## src/dtec_pkg.sv

```systemverilog
// Purpose: shared constants and types for the dual timer/event counter
// Assumes: 32-bit APB, one word per register, byte address = index * 4
// Notes:   state types are used by the main counter module and the edge synchroniser
package dtec_pkg;

  // ----------------------------------------------------------------
  // register indices and address width
  // ----------------------------------------------------------------
  localparam logic [5:0] IDX_T0_COUNT  = 6'h0D;
  localparam logic [5:0] IDX_T0_CTRL   = 6'h0E;
  localparam logic [5:0] IDX_T1_HIGH   = 6'h0F;
  localparam logic [5:0] IDX_T1_LOW    = 6'h10;
  localparam logic [5:0] IDX_T1_CTRL   = 6'h11;
  localparam logic [5:0] IDX_STATUS    = 6'h12;
  localparam int         ADDR_W        = 8;

  // ----------------------------------------------------------------
  // control field positions and masks
  // ----------------------------------------------------------------
  localparam int         CTL_MODE_HI   = 7;
  localparam int         CTL_MODE_LO   = 6;
  localparam int         CTL_T1_CLKSEL = 5;
  localparam int         CTL_ENABLE    = 4;
  localparam int         CTL_EDGE      = 3;
  localparam int         ST_T0_FLAG    = 0;
  localparam int         ST_T1_FLAG    = 1;
  localparam logic [7:0] T0_CTL_MASK   = 8'hDF;
  localparam logic [7:0] T1_CTL_MASK   = 8'hF8;

  // ----------------------------------------------------------------
  // mode encodings and values after reset
  // ----------------------------------------------------------------
  localparam logic [1:0] MODE_UNUSED   = 2'h0;
  localparam logic [1:0] MODE_EVENT    = 2'h1;
  localparam logic [1:0] MODE_TIMER    = 2'h2;
  localparam logic [1:0] MODE_PULSE    = 2'h3;
  localparam logic [7:0] T0_CTL_RST    = 8'h08;
  localparam logic [7:0] T1_CTL_RST    = 8'h08;
  localparam logic [7:0]  T0_MAX       = 8'hFF;
  localparam logic [15:0] T1_MAX       = 16'hFFFF;
  localparam int         PRESC_W       = 7;
  localparam logic [1:0] DIV4_MASK     = 2'h3;

  // ----------------------------------------------------------------
  // types
  // ----------------------------------------------------------------
  typedef enum logic {
    PW_WAIT,
    PW_MEAS
  } dtec_pw_t;

  typedef struct packed {
    logic [7:0]         t0_cnt;
    logic [7:0]         t0_pre;
    logic [7:0]         t0_ctl;
    dtec_pw_t           t0_pw;
    logic [15:0]        t1_cnt;
    logic [15:0]        t1_pre;
    logic [7:0]         t1_ctl;
    logic [7:0]         t1_lowbuf;
    dtec_pw_t           t1_pw;
    logic [PRESC_W-1:0] presc;
    logic               t0_flag;
    logic               t1_flag;
    logic               t0_ovf;
    logic               t1_ovf;
    logic               t0_tog;
    logic               t1_tog;
    logic [31:0]        rdata;
  } dtec_state_t;

  typedef struct packed {
    logic s1;
    logic s2;
    logic s3;
  } dtec_sync_t;

endpackage

```

## src/dtec_edge_sync.sv

```systemverilog
// Purpose: bring one pin into the pclk domain and find its edges
// Assumes: pin changes slower than two pclk periods
// Notes:   first stage feeds only the second stage
`timescale 1ns/100ps
module dtec_edge_sync (
  input  wire logic pclk,
  input  wire logic presetn,
  input  wire logic pin_in,
  output logic      level,
  output logic      rise,
  output logic      fall
);

  dtec_pkg::dtec_sync_t r;
  dtec_pkg::dtec_sync_t n;

  // ----------------------------------------------------------------
  // two-stage synchroniser plus one history stage
  // ----------------------------------------------------------------
  always_comb begin
    n    = r;
    n.s1 = pin_in;
    n.s2 = r.s1;
    n.s3 = r.s2;
  end

  always_ff @(posedge pclk or negedge presetn) begin
    if (!presetn) begin
      r <= '0;
    end else begin
      r <= n;
    end
  end

  // edges compare the settled stages only
  assign level = r.s2;
  assign rise  = r.s2 & ~r.s3;
  assign fall  = ~r.s2 & r.s3;

endmodule

```

## src/dtec_timer.sv

```systemverilog
// Purpose: 8-bit and 16-bit timer/event counters behind an APB slave
// Assumes: pclk is the system clock; pins and 32 kHz clock are async
// Notes:   zero-wait APB; read data is captured in the setup cycle
//
// Overview of operation
// - counter zero is 8-bit up counter on prescaled clock or pin
// - counter one is 16-bit up counter on pin, clock/4 or 32 kHz
// - counter one control bit 5 picks clock/4 (0) or 32 kHz (1)
// - counter zero data: write sets preload, read returns live count
// - counter one low-byte write only fills the low-byte buffer
// - high-byte write moves byte plus buffer in; preload always updated
// - high-byte read captures low count into buffer; low read returns it
// - control bits 7:6 pick mode: 01 event, 10 timer, 11 pulse
// - control bit 3 picks pin edge: 0 rising, 1 falling
// - timer mode counts the internal clock, not the pin
// - event and timer modes count up to FFH or FFFFH
// - overflow reloads from preload and raises the overflow flag
// - pulse mode: start on edge, count while level holds, stop on return
// - after one pulse the enable clears; result held until re-enabled
// - pulse measurement starts on an edge, not on a level
// - overflow in pulse mode also reloads and flags
// - control bit 4 enables; hardware never clears it outside pulse mode
// - counter zero bits 2:0 divide system clock by two to the power n
// - overflow drives a wake-up pulse and the divider output source
// - unused control bits read as zero
// - preload write while off also loads the counter
// - counting is blocked while software reads a count
//
// Chosen here: register access over APB.
`timescale 1ns/100ps
module dtec_timer (
  input  wire logic                       pclk,
  input  wire logic                       presetn,
  input  wire logic                       psel,
  input  wire logic                       penable,
  input  wire logic                       pwrite,
  input  wire logic [dtec_pkg::ADDR_W-1:0] paddr,
  input  wire logic [31:0]                pwdata,
  output logic      [31:0]                prdata,
  output logic                            pready,
  output logic                            pslverr,
  input  wire logic                       t0_pin,
  input  wire logic                       t1_pin,
  input  wire logic                       clk_32k_in,
  output logic                            t0_overflow_pulse,
  output logic                            t1_overflow_pulse,
  output logic                            t0_freq_div_out,
  output logic                            t1_freq_div_out,
  output logic                            t0_overflow_flag,
  output logic                            t1_overflow_flag
);

  // ----------------------------------------------------------------
  // helper functions
  // ----------------------------------------------------------------

  // prescaler tap: one pulse every 2**sel cycles
  function automatic logic presc_tick(
    input logic [dtec_pkg::PRESC_W-1:0] cnt,
    input logic [2:0]                   sel
  );
    logic [dtec_pkg::PRESC_W-1:0] mask;
    mask = 7'h7F >> (3'h7 - sel);
    return (cnt & mask) == mask;
  endfunction

  // count enable for one counter from its mode
  function automatic logic count_tick(
    input logic [1:0] mode,
    input logic       en,
    input logic       meas,
    input logic       act_edge,
    input logic       int_tick
  );
    logic t;
    t = 1'b0;
    case (mode)
      dtec_pkg::MODE_EVENT: t = en & act_edge;
      dtec_pkg::MODE_TIMER: t = en & int_tick;
      dtec_pkg::MODE_PULSE: t = en & meas & int_tick;
      default:              t = 1'b0;
    endcase
    return t;
  endfunction

  // ----------------------------------------------------------------
  // state and pin conditioning
  // ----------------------------------------------------------------
  dtec_pkg::dtec_state_t r;
  dtec_pkg::dtec_state_t n;

  logic t0_lvl;
  logic t0_rise;
  logic t0_fall;
  logic t1_lvl;
  logic t1_rise;
  logic t1_fall;
  logic k32_rise;

  // each asynchronous input passes a synchroniser first
  dtec_edge_sync u_sync_t0 (
    .pclk    (pclk),
    .presetn (presetn),
    .pin_in  (t0_pin),
    .level   (t0_lvl),
    .rise    (t0_rise),
    .fall    (t0_fall)
  );

  dtec_edge_sync u_sync_t1 (
    .pclk    (pclk),
    .presetn (presetn),
    .pin_in  (t1_pin),
    .level   (t1_lvl),
    .rise    (t1_rise),
    .fall    (t1_fall)
  );

  // the 32 kHz clock is sampled, so it is no second domain
  // its edges lie hundreds of pclk cycles apart, far above the sync limit
  dtec_edge_sync u_sync_32k (
    .pclk    (pclk),
    .presetn (presetn),
    .pin_in  (clk_32k_in),
    .level   (),
    .rise    (k32_rise),
    .fall    ()
  );

  // ----------------------------------------------------------------
  // APB decode
  // ----------------------------------------------------------------
  logic [5:0] idx;
  logic       hit;
  logic       setup_rd;
  logic       acc;
  logic       wr;
  logic       rd;

  assign idx      = paddr[7:2];
  assign hit      = (paddr[1:0] == 2'h0) &&
                    (idx >= dtec_pkg::IDX_T0_COUNT) &&
                    (idx <= dtec_pkg::IDX_STATUS);
  assign setup_rd = psel & ~penable & ~pwrite;
  assign acc      = psel & penable & hit;
  assign wr       = acc & pwrite;
  assign rd       = acc & ~pwrite;

  // zero wait states; unmapped words answer with an error
  assign pready  = 1'b1;
  assign pslverr = psel & penable & ~hit;

  // ----------------------------------------------------------------
  // counter control decode
  // ----------------------------------------------------------------
  logic [1:0] t0_mode;
  logic [1:0] t1_mode;
  logic       t0_en;
  logic       t1_en;
  logic       t0_act;
  logic       t0_inact;
  logic       t1_act;
  logic       t1_inact;
  logic       t0_itick;
  logic       t1_itick;
  logic       t0_blk;
  logic       t1_blk;
  logic       t0_tick;
  logic       t1_tick;

  assign t0_mode = r.t0_ctl[dtec_pkg::CTL_MODE_HI:dtec_pkg::CTL_MODE_LO];
  assign t1_mode = r.t1_ctl[dtec_pkg::CTL_MODE_HI:dtec_pkg::CTL_MODE_LO];
  assign t0_en   = r.t0_ctl[dtec_pkg::CTL_ENABLE];
  assign t1_en   = r.t1_ctl[dtec_pkg::CTL_ENABLE];

  // edge select: 0 counts rising, 1 counts falling
  assign t0_act   = r.t0_ctl[dtec_pkg::CTL_EDGE] ? t0_fall : t0_rise;
  assign t0_inact = r.t0_ctl[dtec_pkg::CTL_EDGE] ? t0_rise : t0_fall;
  assign t1_act   = r.t1_ctl[dtec_pkg::CTL_EDGE] ? t1_fall : t1_rise;
  assign t1_inact = r.t1_ctl[dtec_pkg::CTL_EDGE] ? t1_rise : t1_fall;

  // internal clocks as enables on pclk
  assign t0_itick = presc_tick(r.presc, r.t0_ctl[2:0]);
  assign t1_itick = r.t1_ctl[dtec_pkg::CTL_T1_CLKSEL] ? k32_rise
                  : (r.presc[1:0] == dtec_pkg::DIV4_MASK);

  // a count read freezes the counter for setup and access cycles
  // trade-off: ticks are dropped, not stretched, so a loop that polls
  // the count very often will see the counter run measurably slow
  assign t0_blk = psel & ~pwrite & hit & (idx == dtec_pkg::IDX_T0_COUNT);
  assign t1_blk = psel & ~pwrite & hit & ((idx == dtec_pkg::IDX_T1_HIGH) ||
                  (idx == dtec_pkg::IDX_T1_LOW));

  assign t0_tick = count_tick(t0_mode, t0_en, r.t0_pw == dtec_pkg::PW_MEAS,
                              t0_act, t0_itick) & ~t0_blk;
  assign t1_tick = count_tick(t1_mode, t1_en, r.t1_pw == dtec_pkg::PW_MEAS,
                              t1_act, t1_itick) & ~t1_blk;

  // ----------------------------------------------------------------
  // next state
  // ----------------------------------------------------------------
  always_comb begin
    n        = r;
    n.t0_ovf = 1'b0;
    n.t1_ovf = 1'b0;
    // prescaler free-runs and is shared; control writes never restart it
    n.presc  = r.presc + 7'h01;

    // pulse width sequencer, counter zero
    // the opposite edge ends a measurement; the result then stays put
    if ((t0_mode == dtec_pkg::MODE_PULSE) && t0_en) begin
      if ((r.t0_pw == dtec_pkg::PW_WAIT) && t0_act) begin
        n.t0_pw = dtec_pkg::PW_MEAS;
      end else if ((r.t0_pw == dtec_pkg::PW_MEAS) && t0_inact) begin
        n.t0_pw = dtec_pkg::PW_WAIT;
        n.t0_ctl[dtec_pkg::CTL_ENABLE] = 1'b0;
      end
    end else begin
      n.t0_pw = dtec_pkg::PW_WAIT;
    end

    // pulse width sequencer, counter one
    if ((t1_mode == dtec_pkg::MODE_PULSE) && t1_en) begin
      if ((r.t1_pw == dtec_pkg::PW_WAIT) && t1_act) begin
        n.t1_pw = dtec_pkg::PW_MEAS;
      end else if ((r.t1_pw == dtec_pkg::PW_MEAS) && t1_inact) begin
        n.t1_pw = dtec_pkg::PW_WAIT;
        n.t1_ctl[dtec_pkg::CTL_ENABLE] = 1'b0;
      end
    end else begin
      n.t1_pw = dtec_pkg::PW_WAIT;
    end

    // counter zero increment with reload on overflow, any mode
    if (t0_tick) begin
      if (r.t0_cnt == dtec_pkg::T0_MAX) begin
        n.t0_cnt = r.t0_pre;
        n.t0_ovf = 1'b1;
        n.t0_tog = ~r.t0_tog;
      end else begin
        n.t0_cnt = r.t0_cnt + 8'h01;
      end
    end

    // counter one increment with reload on overflow, any mode
    if (t1_tick) begin
      if (r.t1_cnt == dtec_pkg::T1_MAX) begin
        n.t1_cnt = r.t1_pre;
        n.t1_ovf = 1'b1;
        n.t1_tog = ~r.t1_tog;
      end else begin
        n.t1_cnt = r.t1_cnt + 16'h0001;
      end
    end

    // read data is latched in the setup cycle, valid in access
    if (setup_rd) begin
      n.rdata = 32'h0000_0000;
      case (idx)
        dtec_pkg::IDX_T0_COUNT: n.rdata[7:0] = r.t0_cnt;
        dtec_pkg::IDX_T0_CTRL:  n.rdata[7:0] = r.t0_ctl & dtec_pkg::T0_CTL_MASK;
        dtec_pkg::IDX_T1_HIGH:  n.rdata[7:0] = r.t1_cnt[15:8];
        dtec_pkg::IDX_T1_LOW:   n.rdata[7:0] = r.t1_lowbuf;
        dtec_pkg::IDX_T1_CTRL:  n.rdata[7:0] = r.t1_ctl & dtec_pkg::T1_CTL_MASK;
        dtec_pkg::IDX_STATUS: begin
          n.rdata[dtec_pkg::ST_T0_FLAG] = r.t0_flag;
          n.rdata[dtec_pkg::ST_T1_FLAG] = r.t1_flag;
        end
        default:                n.rdata = 32'h0000_0000;
      endcase
    end

    // refused reads answer zero rather than a stale or misaligned word
    if (setup_rd && !hit) begin
      n.rdata = 32'h0000_0000;
    end

    // high-byte read: low half goes to the buffer, counter still blocked
    if (rd && (idx == dtec_pkg::IDX_T1_HIGH)) begin
      n.t1_lowbuf = r.t1_cnt[7:0];
    end

    // software writes override hardware updates of the same cycle, except flag clears, where a new overflow wins
    if (wr) begin
      case (idx)
        dtec_pkg::IDX_T0_COUNT: begin
          n.t0_pre = pwdata[7:0];
          if (!t0_en) begin
            n.t0_cnt = pwdata[7:0];
          end
        end
        dtec_pkg::IDX_T0_CTRL: begin
          n.t0_ctl = pwdata[7:0] & dtec_pkg::T0_CTL_MASK;
          n.t0_pw  = dtec_pkg::PW_WAIT;
        end
        dtec_pkg::IDX_T1_HIGH: begin
          n.t1_pre = {pwdata[7:0], r.t1_lowbuf};
          if (!t1_en) begin
            n.t1_cnt = {pwdata[7:0], r.t1_lowbuf};
          end
        end
        dtec_pkg::IDX_T1_LOW: begin
          n.t1_lowbuf = pwdata[7:0];
        end
        dtec_pkg::IDX_T1_CTRL: begin
          n.t1_ctl = pwdata[7:0] & dtec_pkg::T1_CTL_MASK;
          n.t1_pw  = dtec_pkg::PW_WAIT;
        end
        // the status index only clears flags, handled after this case
        default: begin
          n.t0_flag = r.t0_flag;
        end
      endcase
    end

    // sticky flags: write one clears, a new overflow wins over the clear
    n.t0_flag = (r.t0_flag & ~(wr && (idx == dtec_pkg::IDX_STATUS) &&
                 pwdata[dtec_pkg::ST_T0_FLAG])) | n.t0_ovf;
    n.t1_flag = (r.t1_flag & ~(wr && (idx == dtec_pkg::IDX_STATUS) &&
                 pwdata[dtec_pkg::ST_T1_FLAG])) | n.t1_ovf;
  end

  // ----------------------------------------------------------------
  // state register
  // ----------------------------------------------------------------
  always_ff @(posedge pclk or negedge presetn) begin
    if (!presetn) begin
      // controls start with falling-edge select set, all else zero
      r        <= '0;
      r.t0_ctl <= dtec_pkg::T0_CTL_RST;
      r.t1_ctl <= dtec_pkg::T1_CTL_RST;
    end else begin
      r <= n;
    end
  end

  // ----------------------------------------------------------------
  // outputs, all from flip-flops
  // ----------------------------------------------------------------
  assign prdata            = r.rdata;
  assign t0_overflow_pulse = r.t0_ovf;
  assign t1_overflow_pulse = r.t1_ovf;
  // divider sources toggle per overflow, so they run at half that rate
  assign t0_freq_div_out   = r.t0_tog;
  assign t1_freq_div_out   = r.t1_tog;
  assign t0_overflow_flag  = r.t0_flag;
  assign t1_overflow_flag  = r.t1_flag;

endmodule

```

## config.mk

```make
export PLATFORM = sky130hd
export DESIGN_NAME = dtec_timer
export DESIGN_NICKNAME = d
export VERILOG_FILES = /design/src/dtec_pkg.sv /design/src/dtec_edge_sync.sv /design/src/dtec_timer.sv
export SDC_FILE = /design/constraint.sdc
export NUM_CORES = 1
export LEC_CHECK = 0
export ABC_AREA = 1
export BUFFER_PORTS_ARGS = -buffer_cell sky130_fd_sc_hd__buf_2
export CAP_MARGIN = 20
export CORE_UTILIZATION = 60
export CTS_CLUSTER_DIAMETER = 200
export DETAILED_ROUTE_END_ITERATION = 16
export GPL_ROUTABILITY_DRIVEN = 0
export GPL_TIMING_DRIVEN = 0
export PLACE_DENSITY = 0.95
export SETUP_SLACK_MARGIN = 0.05
export SYNTH_ARGS = -nofsm -noshare
export SYNTH_HDL_FRONTEND = slang
export SYNTH_SLANG_ARGS = --single-unit
```

## constraint.sdc

```tcl
create_clock -name pclk -period 4.7 [get_ports pclk]
set_input_delay 0.47 -clock pclk [delete_from_list [all_inputs] [get_ports pclk]]
set_output_delay 0.47 -clock pclk [all_outputs]
set_load 0.1 [all_outputs]
```

======== Word-level counts from Yosys, hierarchy flattened ========
Cells that the tools add are included.
storage, ports and cells
  register bits ........................... 124
  latch bits .............................. 0
  bits in writable memories ............... 0
  memory bits (read-only) ................. 0
  input bits .............................. 48
  output and inout port bits .............. 40
  word-level logic and storage cells ...... 162
  memories kept ........................... 0
operators by class
  add/sub/neg operators ................... 4
  multiply operators ...................... 0
  divide/modulo/power cells ............... 0
  order comparisons ....................... 2
  equal/unequal tests ..................... 16
  shift operators ......................... 1
  muxes and demuxes ....................... 41
  bitwise operators ....................... 47
  reductions and logical operators ........ 23
operator list
  cell                   number
  $mux 32                3
  $mux 74                1
  $mux 16                4
  $mux 8                 6
  $pmux 6 s5             1
  $and 1x1->1            28
  $mux 1                 22
  $eq 6x4->1 const B     3
  $eq 6x5->1 const B     3
  $add 16x1->16 const B  1
  $eq 16x16->1 const B   1
  $not 1->1              16
  $logic_and 1x1->1      13
  $reduce_and 2->1       6
  $eq 2x2->1 const B     5
  $pmux 2 s5             1
  $mux 9                 1
  $add 8x1->8 const B    1
  $eq 8x8->1 const B     1
  $add 7x1->7 const B    1
  $and 7x7->7            1
  $eq 7x7->1             1
  $shr 7x3->7 const A    1
  $ge 6x4->1 const B     1
  9 further kinds        12

======== Depth between registers and ports, before layout ========
Gate-level depths: netlist of run 1.
  word-level depth ........................ 11
  gate-level depth with buffers ........... 14
  gate-level depth less buffers ........... 14

======== Hierarchy ========
Synthesis of run 1 repeated with hierarchy kept, for this count alone.
unflattened totals
  cell total of the unflattened synthesis .. 753
  area, all modules ....................... 5,879.4 um^2
modules (own cells, without submodules)
  module          instances  cells an instance  area an instance (um^2)  seq. area each (um^2)
  dtec_timer      1          732                5,609.1                  2,279.7
  dtec_edge_sync  3          7                  90.1                     75.1

======== Least setup slack after synthesis of run 1 ========
OpenSTA, ideal clock, no wires.
  kind .................................... input -> output
  start ................................... input paddr[3] in the netlist's numbering
  end ..................................... output pslverr
  data arrival time ....................... 3.177 ns
  data required time ...................... 4.230 ns
  setup slack ............................. 1.053 ns
  cell stages on the path ................. 7
  path buffers ............................ 1
  cells stage by stage .................... nor2_1 -> inv_1 -> nand2_1 -> a21oi_2 -> and2_1 -> buf_4 -> nor3_1
on the way
  word-level cells in the longest chain between the ends .. 5
  elaborated cells on any way between the ends .. 6
  those cells by class .................... 2 x order compare; 2 x bitwise; 2 x reduce/logical
ends and longest elaborated chain
  what                 line               source
  start, declared      dtec_timer.sv:37   input wire logic [dtec_pkg::ADDR_W-1:0] paddr,
  $ge 6x4->1           dtec_timer.sv:142  (idx >= dtec_pkg::IDX_T0_COUNT) &&
  $logic_and 1x1->1    dtec_timer.sv:141  assign hit = (paddr[1:0] == 2'h0) &&
  $logic_and 1x1->1 *  dtec_timer.sv:142
  $not 1->1 *          dtec_timer.sv:151  assign pslverr = psel & penable & ~hit;
  $and 1x1->1 *        dtec_timer.sv:151
  end, declared        dtec_timer.sv:41   output logic pslverr,
Mark *: on every way between the ends. The rest lies on a longest branch, timed or not.

======== Worst setup path in the final report of run 1 ========
Ends and elaborated chain as after synthesis.

==> flow_summary.toml, run 1 <==
[global_route]
grt_start_max_net_pins = 71
grt_first_pass_wirelength_um = 24500
number_of_antenna_violations_at_the_first_check_in_global_routing = 0
grtUsageTotal = 0.322
number_of_global_route_vias_before_repair = 5037
global_route.overflow_total = 0

[cells_and_area]
antennaDiodeCount = 0
layout_cell_share_with_drive_strength_beyond_1 = 0.147
instances_no_fill = 975
max_flop_register = "r"
final_nets = 892
largest_register_ffs = 77
fillCellCount = 736
areaGrowthSynthToFinish_pct = 12.0

[power]
share_seq_of_total_power = 0.496
total_power_per_unit_cell_area_mw_per_mm2 = 315
internal_power_mw = 1.31
peakVddDrop_v = 0.000233
clock_power_share = 0.302
portion_of_total_power_attributed_to_combinational_logic = 0.202
lkg_pwr_nw = 3.32
power_switching_mw = 0.715
netSwitchingFraction = 0.354

[synth]
ys_async_sr_fraction = 1.00
synth_area_per_cell_um2 = 7.47
netlist_instances = 768
register_bit_total_from_synthesis = 100
synth.most_common_cell = "nand2_1"
synth-edff-count = 0
synthDominantCellAreaShare = 0.427
cells_taking_the_most_area_after_synthesis = "dfrtp_1 (43%), nand2_1 (13%), nand3_1 (6.5%)"
synth_common_cells = "nand2_1 (202), dfrtp_1 (98), inv_1 (95), nand3_1 (75), o21ai_0 (58)"
synth.yosys.warnings = 0
seq_area_frac_synth = 0.437
synth_area_leader = "dfrtp_1"
yosys.cell_types.count = 40
mappedNetlistArea_mm2 = 0.00574
synth_top_flop_cell = "dfrtp_1"

[placement]
place.detailed.hpwl_um = 11100
dp_cells = 959
io_buffers = 38

[sta]
layout_worst_path_cycle_share = 0.520
setup_tns_ps = 0
finalHoldViolCount = 1
finalSetupViolCount = 0
layout_min_cycle_time_ps = 2440
final-max-slew-violation-count = 0
worst_slew_margin_rel = 0.610
max_freq_mhz = 409
worst_clock_skew_ps = 19.4
finalHoldWorstSlack_ps = -0.0364
timing_worst_slew_pin_value_ps = 585
rsz0062_at_grt = "false"

[setup_path]
critPathKind = "in -> out"
cp_data_arrival_time_ps = 1970
end_kind = "primary output"
startpoint_type = "input port"
worst-path-max-fanout = 7
cp.required_ps = 4230

[drt]
sum_of_met3_wire_segment_lengths_after_detailed_routing_um = 1910
drt_first_iter_violations = 774
route.detailed.vias_per_inst = 5.65
wirelength_met1_um = 5930
dr.pass1.iters = 7
drt_drc_violations_left = 0
antenna_left = 0
drt-total-wl_um = 15100
num_vias = 5506
wl_met2_um = 6440
topRoutingLayerUsed = "met4"
wl_per_cell_um = 15.5

[cts]
cts_resized = 0
cts_hold_buf = 0
root_buffer = "clkbuf_8"
cts.clk_slew.worst_paths_ps = 110
worst_skew_pair.late_latency_ps = 390
tritoncts = "yes"
cts_buffers = 9
number_of_h_tree_branching_levels = 3
post_cts_buffers = 0
ctsLongestPathBuffers = 2
clkSinkCount = 100

[floorplan]
floorplan.rows = 35
fp.coreArea_mm2 = 0.00924
initial_utilization = 0.621
boundaryPins = 88
dieHeight_um = 99.8
die_area_mm2 = 0.00996
die_width_um = 99.8

[flow_run]
cap_violations = 0

[min_path]
hold_path.class = "in -> async"

[run_status]
failing_checks = "hold timing"
run_status = "finished with violations"
cells by family (layout without fill, tap and decap cells):
logic type	count (synthesis)	in the layout	synth area share
simple gates	382	382	0.297
buf+inv	150	205	0.125
compound gates	115	115	0.109
flops	100	100	0.437
xor+xnor	16	16	0.0244
fa+ha+maj	3	3	0.00654
other cells	2	25	0.00131
final timing paths:
path / start / endpoint / slack [ps] / cells after the start
min in group pclk: clk_32k_in / u_sync_32k.n[1]$_DFF_PN0_ / 170 / 1
hold reg to reg: u_sync_t0.n[1]$_DFF_PN0_ / u_sync_t0.level$_DFF_PN0_ / 360 / 0
setup / recovery: paddr[3] / pslverr / 2260 / 9
hold / removal: presetn / r[49]$_DFF_PN0_ / -0.04 / 1
max in group asynchronous: presetn / r[98]$_DFFE_PN1P_ / 3980 / 2
setup reg to reg: r[111]$_DFF_PN0_ / r[112]$_DFF_PN0_ / 2330 / 11
routing by layer:
metal  track usage  up-vias
met5             0        -
met4         0.162        0
met3        0.0787       82
met2         0.477      413
met1         0.445     2452
li1              -     2559
power by group through the flow:
| stage | registers (mW) | logic, mW | clock network [mW] |
|---|---|---|---|
| after global placement | 1.01 | 0.383 | 0 |
| final | 1.00 | 0.409 | 0.611 |
| after detailed placement | 1.01 | 0.398 | 0 |
| after floorplan | 0.981 | 0.314 | 0 |
| after CTS | 0.994 | 0.399 | 0.612 |
| after global routing | 1.01 | 0.451 | 0.652 |
metrics by stage:
step	worst slack (ps)	power, mW	instance area [um2]	utilization
final	2260	2.02	6430	0.695
after global routing	2130	2.11	6430	0.695
after CTS	2280	2.01	6430	0.695
after detailed placement	2270	1.41	6200	0.671
after global placement	2190	1.39	6170	0.668
after floorplan	1050	1.29	5820	-
critical path, cell delays in order:
cell and delay, ps:
buf_2 120, nor2_1 230, inv_1 70, nand2_1 70
a21oi_2 80, and2_1 170, buf_4 170, nor3_1 130
buf_2 450
area by class of cell:
cell class | instances | area, um2 | share of cell area
multi-input cells | 541 | 2600 | 0.405
flip-flops and latches | 100 | 2500 | 0.390
inverters | 100 | 375 | 0.0584
plain buffers | 50 | 340 | 0.0530
repair buffers | 39 | 220 | 0.0343
well taps | 129 | 161 | 0.0251
clock buffers | 9 | 124 | 0.0193
clock inverters | 7 | 97.6 | 0.0152
cells in the final DEF (no fill, tap or decap), types with 4 or more instances in the layout:
| master | count |
|---|---|
| a21oi_1 | 18 |
| buf_2 | 45 |
| buf_4 | 37 |
| clkbuf_1 | 5 |
| clkbuf_8 | 9 |
| conb_1 | 25 |
| dfrtp_1 | 98 |
| inv_1 | 95 |
| nand2_1 | 202 |
| nand3_1 | 75 |
| nand4_1 | 10 |
| nor2_1 | 57 |
| nor2_4 | 4 |
| nor3_1 | 14 |
| o2111ai_1 | 5 |
| o211ai_1 | 4 |
| o21ai_0 | 58 |
| o21ai_1 | 20 |
| o22ai_1 | 6 |
| xor2_1 | 14 |
No activity file was read; power rests on OpenSTA's default activity.
==> run 2: changes to the inputs <==
--- a/config.mk
+++ b/config.mk
@@ -8,12 +8,12 @@
 export ABC_AREA = 1
 export BUFFER_PORTS_ARGS = -buffer_cell sky130_fd_sc_hd__buf_2
 export CAP_MARGIN = 20
-export CORE_UTILIZATION = 60
+export CORE_UTILIZATION = 57
 export CTS_CLUSTER_DIAMETER = 200
 export DETAILED_ROUTE_END_ITERATION = 16
 export GPL_ROUTABILITY_DRIVEN = 0
 export GPL_TIMING_DRIVEN = 0
-export PLACE_DENSITY = 0.95
+export PLACE_DENSITY = 0.91
 export SETUP_SLACK_MARGIN = 0.05
 export SYNTH_ARGS = -nofsm -noshare
 export SYNTH_HDL_FRONTEND = slang
==> constraint.sdc (replaced) <==
create_clock -name pclk -period 2.4 [get_ports pclk]
set_input_delay 0.24 -clock pclk [delete_from_list [all_inputs] [get_ports pclk]]
set_output_delay 0.24 -clock pclk [all_outputs]
set_load 0.1 [all_outputs]
==> run 2 against run 1 <==
Against the previous run: the flow now finishes without violations; combinational power rose by 97%; worst setup slack got worse by 2100 ps; critical endpoint is now r[88]$_DFF_PN0_; utilization decreased by 3.4 points; largest power group unchanged.
==> flow_summary.toml, run 2 (synthesized netlist as in run 1, its figures left out) <==
[power]
total_power_per_unit_cell_area_mw_per_mm2 = 589
peakVddDrop_v = 0.000552
clock_power_share = 0.276
portion_of_total_power_attributed_to_combinational_logic = 0.212
power_switching_mw = 1.35
lkg_pwr_nw = 3.33
share_seq_of_total_power = 0.512
internal_power_mw = 2.46
netSwitchingFraction = 0.354

[cells_and_area]
antennaDiodeCount = 0
regArea_mm2 = 0.00250
largest_register_ffs = 77
top_library_cells_by_usage_in_the_layout_fill_and_taps_aside = "nand2_1 (202), dfrtp_1 (98), inv_1 (95), nand3_1 (75), o21ai_0 (58)"
most_common_cell_after_layout_fill_and_taps_aside = "nand2_1"
areaGrowthSynthToFinish_pct = 12.7
max_flop_register = "r"
final_nets = 899
multi_input_comb_area_mm2 = 0.00261
fillCellCount = 823
layout_cell_share_with_drive_strength_beyond_1 = 0.151

[sta]
worst_clock_skew_ps = 10.6
final-max-slew-violation-count = 0
finalHoldWorstSlack_ps = 119
rsz0062_at_grt = "false"
layout_worst_path_cycle_share = 0.923
setup_tns_ps = 0
finalHoldViolCount = 0
finalSetupViolCount = 0
worst_slew_margin_rel = 0.614
timing_worst_slew_pin_value_ps = 579
max_freq_mhz = 451
layout_min_cycle_time_ps = 2220

[floorplan]
dieHeight_um = 102
boundaryPins = 88
floorplan.rows = 36
fp.coreArea_mm2 = 0.00977
die_width_um = 102
die_area_mm2 = 0.0105
initial_utilization = 0.587

[setup_path]
critPathMostFrequentCell = "nand2_1"
worst_path_largest_cell_delay_ps = 470
worstPathBufferInverterCount = 4
critPathKind = "reg -> reg"
startpoint_type = "register"
cpMaxStageDelayCell = "dfrtp_1"
end_kind = "register"
cp.required_ps = 2730
worst-path-max-fanout = 10
cp_data_arrival_time_ps = 2550
timing.critical_path.cells = "ha_1 > nand2_1 > nor2_2 > inv_1 > nor2_1 > inv_1 > nor2_4 > buf_4 > nand2_1 > nand2_1 > nand3_1 > nand3_1 > nand2_1 > inv_1"
critPathTopFamily = "simple AND/OR/NAND/NOR gates"

[run_status]
run_status = "complete, no violations"

[global_route]
grt_first_pass_wirelength_um = 25000
global_route.overflow_total = 0
grtUsageTotal = 0.320
number_of_global_route_vias_before_repair = 5085
number_of_antenna_violations_at_the_first_check_in_global_routing = 0
grt_start_max_net_pins = 58

[drt]
drt_first_iter_violations = 692
antenna_left = 0
route.detailed.vias_per_inst = 5.60
drt_drc_violations_left = 0
num_vias = 5526
wl_per_cell_um = 15.5
dr.pass1.iters = 6
drt-total-wl_um = 15300

[cts]
number_of_h_tree_branching_levels = 3
ctsLongestPathBuffers = 2
worst_skew_pair.late_latency_ps = 390
root_buffer = "clkbuf_8"
cts.clk_slew.worst_paths_ps = 100
tritoncts = "yes"
clkSinkCount = 100
cts_buffers = 9

[flow_run]
cap_violations = 0

[min_path]
hold_path.class = "in -> reg"

[placement]
io_buffers = 38
place.detailed.hpwl_um = 11300
run 2: changes by cell type in the layout (fill, tap and decap cells not counted), moves of 2 or more:
cell / change
dlygate4sd3_1: +4
buf_4: +3
clkinvlp_4: +2
inv_8: -2
run 2: tightest hold or removal path, stage by stage:
cell,delay (ps)
buf_2,120
nand2_1,60
nand2_1,60
run 2: power groups by stage:
stage	combinational [mW]	clock (mW)	sequential [mW]
floorplan	0.615	0	1.92
global placement	0.751	0	1.97
detailed placement	0.783	0	1.97
CTS	0.791	1.05	1.94
global route	0.898	1.11	1.97
finish	0.807	1.05	1.95
run 2: repair_timing:
action | CTS | global route
hold buffers | 4 | 0
gates resized for setup | 0 | 3
endpoints found under the hold margin | 45 | 0
endpoints found under the setup margin | 0 | 15
buffers inserted | 0 | 3
run 2: path summary, 6_finish.rpt:
check	start	to	slack [ps]	cells after the start
worst max-delay path	r[78]$_DFF_PN0_	r[88]$_DFF_PN0_	180	14
worst max register to register	r[78]$_DFF_PN0_	r[88]$_DFF_PN0_	180	14
max in group asynchronous	presetn	r[98]$_DFFE_PN1P_	1320	3
worst min-delay path	pwdata[1]	r[47]$_DFF_PN0_	120	3
min in group asynchronous	presetn	r[65]$_DFFE_PN0P_	380	2
worst min register to register	u_sync_t1.n[1]$_DFF_PN0_	u_sync_t1.level$_DFF_PN0_	360	0
run 2: cell type report:
cell class,instances,share of cell area
Tap cell,133,0.0257
Inverter,100,0.0580
Timing Repair Buffer,46,0.0437
Sequential cell,100,0.387
Multi-Input combinational cell,541,0.404
Clock inverter,5,0.00677
Clock buffer,11,0.0219
Buffer,50,0.0528
run 2: per-stage QoR:
stage               utilization  setup slack [ps]  std cells  total power [mW]  area, um2
CTS                       0.659               176        983              3.78       6440
global route              0.662              14.4        986              3.98       6470
detailed placement        0.636               155        963              2.76       6210
finish                    0.662               184        986              3.81       6470
floorplan                     -              82.7        791              2.54       5830
global placement          0.633               111        962              2.72       6180
run 2: metal layers:
metal | share of wire | global-route usage | up-vias
met3 | 0.11 | 0.0787 | 81
met1 | 0.40 | 0.423 | 2478
li1 | - | - | 2582
met5 | 0 | 0 | -
met4 | 0.058 | 0.162 | 0
met2 | 0.43 | 0.490 | 385
